**src/rfpg_defs.svh**
```systemverilog
// Constants of the scratch word file parity guard
`ifndef RFPG_DEFS_SVH
`define RFPG_DEFS_SVH

// ----------------------------------------------------------------------------
// File geometry
// ----------------------------------------------------------------------------
`define RFPG_DATA_W      27
`define RFPG_ADDR_W      6
`define RFPG_WORDS       64
`define RFPG_WORD_W      28
`define RFPG_PC_W        15

// ----------------------------------------------------------------------------
// Error code: leading octal digit and two octal address digits
// ----------------------------------------------------------------------------
`define RFPG_CODE_W      9
`define RFPG_CODE_LEAD   3'h7

// ----------------------------------------------------------------------------
// Register port offsets and fields
// ----------------------------------------------------------------------------
`define RFPG_REG_AW      8
`define RFPG_REG_CTRL    8'h00
`define RFPG_REG_STATUS  8'h04
`define RFPG_REG_COUNT   8'h08
`define RFPG_REG_SAVED   8'h0c
`define RFPG_CTRL_FORCE  0
`define RFPG_ST_SEEN     0
`define RFPG_ST_CHKEN    1
`define RFPG_ST_PEND     2
`define RFPG_ST_CODE_LO  8
`define RFPG_SV_CODE_LO  16
`define RFPG_CNT_W       16

// ----------------------------------------------------------------------------
// Buffer classes that can be aborted
// ----------------------------------------------------------------------------
`define RFPG_NCLS        3
`define RFPG_CLS_IO      0
`define RFPG_CLS_SM      1
`define RFPG_CLS_TYPE    2

`endif

```
**src/rfpg_pkg.sv**
```systemverilog
// Types of the scratch word file parity guard
`include "rfpg_defs.svh"

package rfpg_pkg;

  // ----------------------------------------------------------------------------
  // Origin of a file access
  // ----------------------------------------------------------------------------
  typedef enum logic [2:0] {
    RFPG_SRC_MOVE     = 3'b000,  // inter_register_move
    RFPG_SRC_FILEMODE = 3'b001,  // file_write_mode / file_read_mode
    RFPG_SRC_IO_ACT   = 3'b010,  // I/O activation
    RFPG_SRC_SM_ACT   = 3'b011,  // Search/move activation
    RFPG_SRC_IO_BUF   = 3'b100,  // I/O buffer cycle
    RFPG_SRC_SM_BUF   = 3'b101,  // Search/move buffer cycle
    RFPG_SRC_CLK_BUF  = 3'b110,  // Real-time clock buffer cycle
    RFPG_SRC_TYPE_BUF = 3'b111   // Typewriter buffer cycle
  } rfpg_src_type;

  // ----------------------------------------------------------------------------
  // Fault interrupt sequencer
  // ----------------------------------------------------------------------------
  typedef enum logic [1:0] {
    RFPG_IRQ_IDLE  = 2'b00,
    RFPG_IRQ_PEND  = 2'b01,
    RFPG_IRQ_ENTER = 2'b10
  } rfpg_irq_state_type;

endpackage

```
**src/rfpg_par_if.sv**
```systemverilog
// Carrier between the guard and its parity units
`timescale 1ns/100ps
`include "rfpg_defs.svh"

interface rfpg_par_if;
  logic [`RFPG_DATA_W-1:0] data;     // Word under test
  logic                    par_in;   // Stored parity bit
  logic                    par_gen;  // Fresh odd parity
  logic                    par_ok;   // Word and stored parity agree

  modport unit (input data, input par_in, output par_gen, output par_ok);
  modport user (output data, output par_in, input par_gen, input par_ok);
endinterface

```
**src/rfpg_parity_unit.sv**
```systemverilog
// Odd parity generator and checker for one file word
`timescale 1ns/100ps

module rfpg_parity_unit (
  rfpg_par_if.unit p  // Word in, parity out
);

  // ----------------------------------------------------------------------------
  // Odd parity: the word plus its parity bit holds an odd count of ones
  // ----------------------------------------------------------------------------
  assign p.par_gen = ~(^p.data);
  assign p.par_ok  = ^{p.data, p.par_in};

endmodule

```
**src/rfpg_top.sv**
```systemverilog
// Scratch word file with parity generation, checking and fault handling
//
// Behaviour
// - Odd parity covers each 27-bit file word and is checked on fetch.
// - Every file write, from any source, stores freshly generated parity.
// - Every file read, from any source, has its parity checked.
// - Bad parity is never corrected; it stays until the word is rewritten.
// - A fault reports code seven followed by the failing file address.
// - A fault on a block control store request suppresses the memory write.
// - Buffer faults abort I/O, search/move or typewriter after current memory request.
// - Checking is active only while the halt or trap parity switch is on.
// - A fault raises an abnormal-class interrupt request with the trap switch on, and a halt request with the halt switch on.
// - On recognition save program counter and code, enter routine, re-execute instruction.
`timescale 1ns/100ps
`include "rfpg_defs.svh"

module rfpg_top
  import rfpg_pkg::*;
(
  input  wire logic                      clock_in,          // 20 MHz processor clock
  input  wire logic                      rst_in,            // Master clear, async, high
  input  wire logic                      halt_sw_in,        // Parity halt switch pin
  input  wire logic                      trap_sw_in,        // Parity trap switch pin
  input  wire logic                      wr_req_in,         // File write strobe
  input  wire rfpg_src_type              wr_src_in,         // Source of the write
  input  wire logic [`RFPG_ADDR_W-1:0]   wr_addr_in,        // File write address
  input  wire logic [`RFPG_DATA_W-1:0]   wr_data_in,        // File write word
  input  wire logic                      rd_req_in,         // File read strobe
  input  wire rfpg_src_type              rd_src_in,         // Source of the read
  input  wire logic [`RFPG_ADDR_W-1:0]   rd_addr_in,        // File read address
  input  wire logic                      rd_store_in,       // Read feeds a storage write
  output logic                           rd_valid_out,      // Read answer valid
  output logic [`RFPG_DATA_W-1:0]        rd_data_out,       // Read answer word
  output logic                           rd_err_out,        // Read answer failed parity
  output logic [`RFPG_CODE_W-1:0]        err_code_out,      // Code of last fault
  output logic                           mem_write_en_out,  // Storage write may proceed
  input  wire logic [`RFPG_NCLS-1:0]     mem_busy_in,       // Buffer memory request open
  output logic [`RFPG_NCLS-1:0]          abort_out,         // Buffer abort pulses
  input  wire logic [`RFPG_PC_W-1:0]     pc_in,             // Program counter now
  input  wire logic                      irq_ack_in,        // Interrupt recognised
  output logic                           abnormal_irq_out,  // Abnormal interrupt request
  output logic                           halt_req_out,      // Halt on fault request
  output logic                           enter_routine_out, // Enter routine pulse
  output logic [`RFPG_PC_W-1:0]          saved_pc_out,      // Saved resume address
  output logic [`RFPG_CODE_W-1:0]        saved_code_out,    // Saved interrupt code
  input  wire logic [`RFPG_REG_AW-1:0]   reg_addr_in,       // Register address
  input  wire logic [31:0]               reg_wdata_in,      // Register write data
  input  wire logic                      reg_wr_in,         // Register write strobe
  input  wire logic                      reg_rd_in,         // Register read strobe
  output logic [31:0]                    reg_rdata_out      // Register read data
);

  // ----------------------------------------------------------------------------
  // State of the whole block
  // ----------------------------------------------------------------------------
  typedef struct packed {
    logic [`RFPG_WORDS-1:0][`RFPG_WORD_W-1:0] file;
    logic [1:0]                               halt_sync;
    logic [1:0]                               trap_sync;
    logic                                     rd_vld;
    logic [`RFPG_DATA_W-1:0]                  rd_data;
    logic                                     rd_err;
    logic                                     rd_store;
    logic [`RFPG_CODE_W-1:0]                  last_code;
    logic                                     err_seen;
    logic [`RFPG_CNT_W-1:0]                   err_count;
    logic                                     force_bad;
    logic [`RFPG_NCLS-1:0]                    abort_pend;
    logic [`RFPG_NCLS-1:0]                    abort;
    rfpg_irq_state_type                       irq_st;
    logic [`RFPG_CODE_W-1:0]                  pend_code;
    logic [`RFPG_PC_W-1:0]                    saved_pc;
    logic [`RFPG_CODE_W-1:0]                  saved_code;
    logic [31:0]                              rdata;
  } rfpg_state_type;

  rfpg_state_type q;
  rfpg_state_type d;

  // ----------------------------------------------------------------------------
  // Parity units on the write and read paths
  // ----------------------------------------------------------------------------
  rfpg_par_if wr_par ();
  rfpg_par_if rd_par ();

  rfpg_parity_unit u_wr_par (
    .p (wr_par.unit)
  );

  rfpg_parity_unit u_rd_par (
    .p (rd_par.unit)
  );

  logic [`RFPG_WORD_W-1:0] rd_word;  // Stored word at the read address
  logic                    chk_en;   // Checking switched on
  logic                    rd_fault; // Checked read found bad parity
  logic [`RFPG_CODE_W-1:0] rd_code;  // Code for the word being read
  logic [`RFPG_NCLS-1:0]   cls_hit;  // Buffer class of the read
  logic                    reg_seen_clr;

  // Drive the parity units
  assign rd_word       = q.file[rd_addr_in];
  assign wr_par.data   = wr_data_in;
  assign wr_par.par_in = 1'b0;                                 // Unused on the write path
  assign rd_par.data   = rd_word[`RFPG_DATA_W-1:0];
  assign rd_par.par_in = rd_word[`RFPG_WORD_W-1];

  // Checking follows the synchronised console switches
  assign chk_en = q.halt_sync[1] | q.trap_sync[1];

  // A fault only counts while checking is on
  assign rd_fault = rd_req_in & chk_en & ~rd_par.par_ok;

  // Lead digit seven then the six-bit address as two octal digits
  assign rd_code = {`RFPG_CODE_LEAD, rd_addr_in};

  // ----------------------------------------------------------------------------
  // Map the read source to the buffer activity it belongs to
  // ----------------------------------------------------------------------------
  always_comb begin
    cls_hit = '0;
    case (rd_src_in)
      RFPG_SRC_IO_BUF: begin
        cls_hit[`RFPG_CLS_IO] = 1'b1;
      end
      RFPG_SRC_SM_BUF: begin
        cls_hit[`RFPG_CLS_SM] = 1'b1;
      end
      RFPG_SRC_TYPE_BUF: begin
        cls_hit[`RFPG_CLS_TYPE] = 1'b1;
      end
      default: begin
        cls_hit = '0;
      end
    endcase
  end

  // Write-one-to-clear of the sticky fault flag
  assign reg_seen_clr = reg_wr_in & (reg_addr_in == `RFPG_REG_STATUS)
                        & reg_wdata_in[`RFPG_ST_SEEN];

  // ----------------------------------------------------------------------------
  // Next state
  // ----------------------------------------------------------------------------
  always_comb begin
    d = q;

    // Switch pins pass two flip-flops before use
    d.halt_sync = {q.halt_sync[0], halt_sw_in};
    d.trap_sync = {q.trap_sync[0], trap_sw_in};

    // Every write stores fresh parity; forced inversion is a test aid
    if (wr_req_in) begin
      d.file[wr_addr_in] = {wr_par.par_gen ^ q.force_bad, wr_data_in};
    end

    // Read answer one cycle later; the stored word is returned unchanged
    d.rd_vld   = rd_req_in;
    d.rd_data  = rd_word[`RFPG_DATA_W-1:0];
    d.rd_err   = rd_fault;
    d.rd_store = rd_req_in & rd_store_in;
    if (rd_fault) begin
      d.last_code = rd_code;
    end

    // Sticky fault flag: a new fault wins over a clear
    if (reg_seen_clr) begin
      d.err_seen = 1'b0;
    end
    if (rd_fault) begin
      d.err_seen = 1'b1;
    end

    // Fault counter saturates; a write to it clears it, a fault wins
    if (reg_wr_in && reg_addr_in == `RFPG_REG_COUNT) begin
      d.err_count = '0;
    end
    if (rd_fault && q.err_count != {`RFPG_CNT_W{1'b1}}) begin
      d.err_count = q.err_count + `RFPG_CNT_W'(1);
    end

    // Control register
    if (reg_wr_in && reg_addr_in == `RFPG_REG_CTRL) begin
      d.force_bad = reg_wdata_in[`RFPG_CTRL_FORCE];
    end

    // Buffer abort waits until the open memory request ends
    d.abort      = q.abort_pend & ~mem_busy_in;
    d.abort_pend = (q.abort_pend & mem_busy_in)
                   | (cls_hit & {`RFPG_NCLS{rd_fault}});

    // Fault interrupt sequencer
    case (q.irq_st)
      RFPG_IRQ_IDLE: begin
        if (rd_fault) begin
          d.pend_code = rd_code;
          d.irq_st    = RFPG_IRQ_PEND;
        end
      end
      RFPG_IRQ_PEND: begin
        if (irq_ack_in) begin
          d.saved_pc   = pc_in;
          d.saved_code = q.pend_code;
          d.irq_st     = RFPG_IRQ_ENTER;
        end
      end
      RFPG_IRQ_ENTER: begin
        d.irq_st = RFPG_IRQ_IDLE;
      end
      default: begin
        d.irq_st = RFPG_IRQ_IDLE;
      end
    endcase

    // Register read data stand in the cycle after the strobe only
    d.rdata = '0;
    if (reg_rd_in) begin
      case (reg_addr_in)
        `RFPG_REG_CTRL: begin
          d.rdata[`RFPG_CTRL_FORCE] = q.force_bad;
        end
        `RFPG_REG_STATUS: begin
          d.rdata[`RFPG_ST_SEEN]  = q.err_seen;
          d.rdata[`RFPG_ST_CHKEN] = chk_en;
          d.rdata[`RFPG_ST_PEND]  = (q.irq_st == RFPG_IRQ_PEND);
          d.rdata[`RFPG_ST_CODE_LO +: `RFPG_CODE_W] = q.last_code;
        end
        `RFPG_REG_COUNT: begin
          d.rdata[`RFPG_CNT_W-1:0] = q.err_count;
        end
        `RFPG_REG_SAVED: begin
          d.rdata[`RFPG_PC_W-1:0] = q.saved_pc;
          d.rdata[`RFPG_SV_CODE_LO +: `RFPG_CODE_W] = q.saved_code;
        end
        default: begin
          d.rdata = '0;
        end
      endcase
    end
  end

  // ----------------------------------------------------------------------------
  // State register
  // ----------------------------------------------------------------------------
  always_ff @(posedge clock_in or posedge rst_in) begin
    if (rst_in) begin
      q <= '0;
    end else begin
      q <= d;
    end
  end

  // ----------------------------------------------------------------------------
  // Outputs
  // ----------------------------------------------------------------------------
  assign rd_valid_out      = q.rd_vld;
  assign rd_data_out       = q.rd_data;
  assign rd_err_out        = q.rd_err;
  assign err_code_out      = q.last_code;
  assign mem_write_en_out  = q.rd_vld & q.rd_store & ~q.rd_err;
  assign abort_out         = q.abort;
  assign abnormal_irq_out  = (q.irq_st == RFPG_IRQ_PEND) & q.trap_sync[1];
  assign halt_req_out      = (q.irq_st == RFPG_IRQ_PEND) & q.halt_sync[1];
  assign enter_routine_out = (q.irq_st == RFPG_IRQ_ENTER);
  assign saved_pc_out      = q.saved_pc;
  assign saved_code_out    = q.saved_code;
  assign reg_rdata_out     = q.rdata;

endmodule

```
**config.mk**
```make
export PLATFORM = sky130hd
export DESIGN_NAME = rfpg_top
export DESIGN_NICKNAME = d
export VERILOG_FILES = /design/src/rfpg_pkg.sv /design/src/rfpg_par_if.sv /design/src/rfpg_parity_unit.sv /design/src/rfpg_top.sv
export VERILOG_INCLUDE_DIRS = /design/src /design/src/src
export SDC_FILE = /design/constraint.sdc
export NUM_CORES = 2
export LEC_CHECK = 0
export ABC_AREA = 0
export BUFFER_PORTS_ARGS = -buffer_cell sky130_fd_sc_hd__buf_2
export CAP_MARGIN = 10
export CORE_AREA = 2 2 512 387
export CTS_CLUSTER_DIAMETER = 200
export CTS_CLUSTER_SIZE = 25
export DETAILED_ROUTE_END_ITERATION = 8
export DIE_AREA = 0 0 514 389
export SYNTH_ARGS = -nofsm -noshare
export SYNTH_HDL_FRONTEND = slang
export SYNTH_SLANG_ARGS = --single-unit
```
**constraint.sdc**
```tcl
create_clock -name clock_in -period 110.1 [get_ports clock_in]
set_input_delay 16.515 -clock clock_in [delete_from_list [all_inputs] [get_ports clock_in]]
set_output_delay 16.515 -clock clock_in [all_outputs]
set_load 0.03 [all_outputs]
```
==> reports/qor.yml <==
layout:
  final_cell_mix: "dfrtp_1, mux2_2, mux4_2, buf_2, nand2_1"
  final_common_cell: "dfrtp_1"
  nets: 5495
  num-fill-cells: 16900
  final_cells: 7971
  drive_above_1_share_pct: 52.1
  seqCellArea_sq_um: 47800
  stdcell_area_sq_um: 92100
  area.growth.synth_to_final_pct: 5.52
  multiInputGateArea_sq_um: 36700
placement:
  post-place-cells: 7865
  place_area_sq_um: 89800
  preCtsSetupSlack_ns: 86.25
  place_congestion: 0.786
  io_buffers: 172
  hpwl_um: 146000
timing:
  rsz0062_at_grt: "false"
  hold_violations: 0
  setup_slack_ns: 87.02
  setup_tns_ns: 0
  final.period_utilization_pct: 21.0
  fin_crit_ns: 23.08
  slew_violations: 0
  clock.fmax_mhz: 43.3
  fin_skew_ns: 0.0507
  worst_slew_pin_slew_ns: 1.24
  max_slew_margin_pct: 17.6
  setup_viol: 0
setup_path:
  cp_data_required_time_ns: 110.76
  ff2ff_path_depth: 10
  criticalPathCategory: "input pin to flop"
  critPathSlowestCell: "buf_4"
  start_kind: "input pin"
  r2r_end: "err_code_out[3]$_DFFE_PP0P_"
  r2r_slack_ns: 104.16
  worstSetupEndpointType: "flop"
  crit_family: "buffers and inverters"
  crit_buf_inv: 4
  worstReg2RegStart: "q[1682]$_DFFE_PP0P_"
  crit_fanout: 65
  critPathMaxStageDelay_ns: 0.81
  worst_path_most_repeated_cell: "buf_4"
  crit_arrival_ns: 23.74
  path_cells: "buf_8 -> buf_4 -> buf_4 -> buf_4 -> mux4_2 -> mux2i_1 -> a32oi_1 -> nand3_1 -> nand2_1 -> xnor2_1 -> xnor3_1 -> xnor3_2 -> xnor2_4 -> nor2_2 -> mux2_1"
logic_synthesis:
  synth_area_per_cell_sq_um: 15.6
  ys.flop_type: "dfrtp_1"
  synth_cells: 5587
  ys_ff_latch: 1911
  synth_warnings: 0
  async_flop_share_pct: 100
  syn_area_sq_um: 87300
  yosysSeqAreaShare_pct: 54.8
  synth_edf_count: 0
  yosysUniqueCellTypes: 73
floorplan:
  fp-row-count: 141
  die_width_um: 514
  die_h_um: 389
  core_area_sq_um: 195000
  start_util_pct: 44.6
  dieArea_sq_um: 200000
  io_pins: 214
power_and_ir_drop:
  powerDensity_nw_per_um2: 16.6
  cellLeakagePower_uw: 0.0429
  peakVddDrop_uv: 23.3
route:
  drc: 0
  wl_per_cell_um: 31.8
  routed_via_density: 6.17
  via_count: 49200
  drt_iter0_drc: 4359
  wl_um: 253000
  drtPass1Iterations: 5
  ant_nets: 0
clocking:
  cts_hold_buf: 0
  h-tree-depth: 3
  cts.sinks: 1911
  cts-root-buf: "clkbuf_16"
  cts_tree: "done"
  post_cts_buffers: 0
  clk_latency_ns: 0.78
  cts_buffer_depth: 3
  cts.clk_slew.worst_paths_ns: 0.10
  cts-resized-gates: 0
  cts_made_buffers: 86
global_route:
  grt_pass1_wl_um: 367000
  antenna_found_initial: 13
  grt_overflow: 0
  grt_usage_pct: 25.3
  grt_pass1_vias: 49500
  grt_max_degree: 167
min_path:
  hold_class: "flop to flop"
  whs_path_depth: 0
  holdPathEnd: "q[133]$_DFF_PP0_"
  min_from: "d[133]$_DFF_PP0_"
job:
  drv_cap: 0
outcome:
  status: "complete, no violations"
-- cell usage after synthesis (11+ instances only) --
cell type | n | area, sq um
dfrtp_1 | 1911 | 47800
mux2_2 | 1838 | 20700
mux4_2 | 472 | 10600
clkbuf_1 | 377 | 1420
nand2_1 | 183 | 687
buf_4 | 122 | 916
nor2_1 | 83 | 312
mux2i_1 | 75 | 751
buf_2 | 52 | 260
xnor2_1 | 38 | 333
buf_6 | 30 | 338
nand3_1 | 30 | 150
a21oi_1 | 28 | 140
o21ai_0 | 28 | 140
nor2b_1 | 25 | 156
o22ai_1 | 20 | 125
buf_1 | 18 | 67.6
a22oi_1 | 16 | 120
and2_1 | 14 | 87.6
nor4b_1 | 14 | 123
nor3_1 | 13 | 65.1
a32oi_1 | 11 | 96.3
-- worst max path at each step --
stage	from	to	slack (ns)	cells past startpoint
6_report	rd_addr_in[1]	err_code_out[3]$_DFFE_PP0P_	87.02	15
3_5_place_dp	rd_addr_in[0]	err_code_out[3]$_DFFE_PP0P_	86.25	13
5_1_grt	rd_addr_in[0]	err_code_out[3]$_DFFE_PP0P_	86.86	13
3_3_place_gp	rd_addr_in[0]	err_code_out[3]$_DFFE_PP0P_	86.30	13
2_1_floorplan	rst_in	abort_out[0]$_DFF_PP0_	39.62	1
4_1_cts	rd_addr_in[0]	err_code_out[3]$_DFFE_PP0P_	87.11	13
-- kinds of logic (layout without fill, tap and decap cells) --
kind of cell / Yosys count / in the layout / share of synthesized area, %
other cells: 1 / 17 / 0.00430
simple gates: 419 / 419 / 2.27
fa+ha+maj: 1 / 1 / 0.0143
xor+xnor: 50 / 50 / 0.621
flops: 1911 / 1911 / 54.8
compound gates: 192 / 192 / 1.55
mux: 2397 / 2397 / 37.1
buf+inv: 616 / 410 / 3.66
-- registers in the layout, summed over array words and instances (netlist names) --
| register | cells |
|---|---|
| reg_rdata_out | 23 |
| d | 2 |
| rd_valid_out | 1 |
| q | 1825 |
| rd_data_out | 27 |
| abort_out | 3 |
| saved_code_out | 7 |
| err_code_out | 7 |
| rd_err_out | 1 |
| saved_pc_out | 15 |
-- area by class of cell --
class | count | area share [%]
inverter | 6 | 0.0353
clock inverter | 7 | 0.120
clock buffer | 87 | 2.36
tap | 2574 | 3.50
timing repair buffer | 310 | 2.17
antenna | 10 | 0.0272
sequential | 1911 | 51.9
multi-input combinational | 3066 | 39.9
-- power by group --
group	switching [uW]	internal [uW]
clock network	229	144
registers	50.9	802
logic	155	152
total	435	1100
-- per-layer routing --
metal  up-vias  global-route usage (%)  wire, um
met5         -                       0         0
met3       261                    4.05     15900
met4         0                    5.15      5280
li1      20000                       -         -
met1     27500                    38.9    119000
met2      1401                    38.0    113000
-- through the flow --
step	hold slack, ns	total power, uW	utilization (%)
2_1_floorplan	0.331	1110	-
4_1_cts	0.361	1540	47.1
3_3_place_gp	0.334	1160	45.9
3_5_place_dp	0.344	1170	45.9
5_1_grt	0.370	1600	47.1
6_report	0.359	1530	47.1
Note: power is estimated with default switching activity, not from simulation.
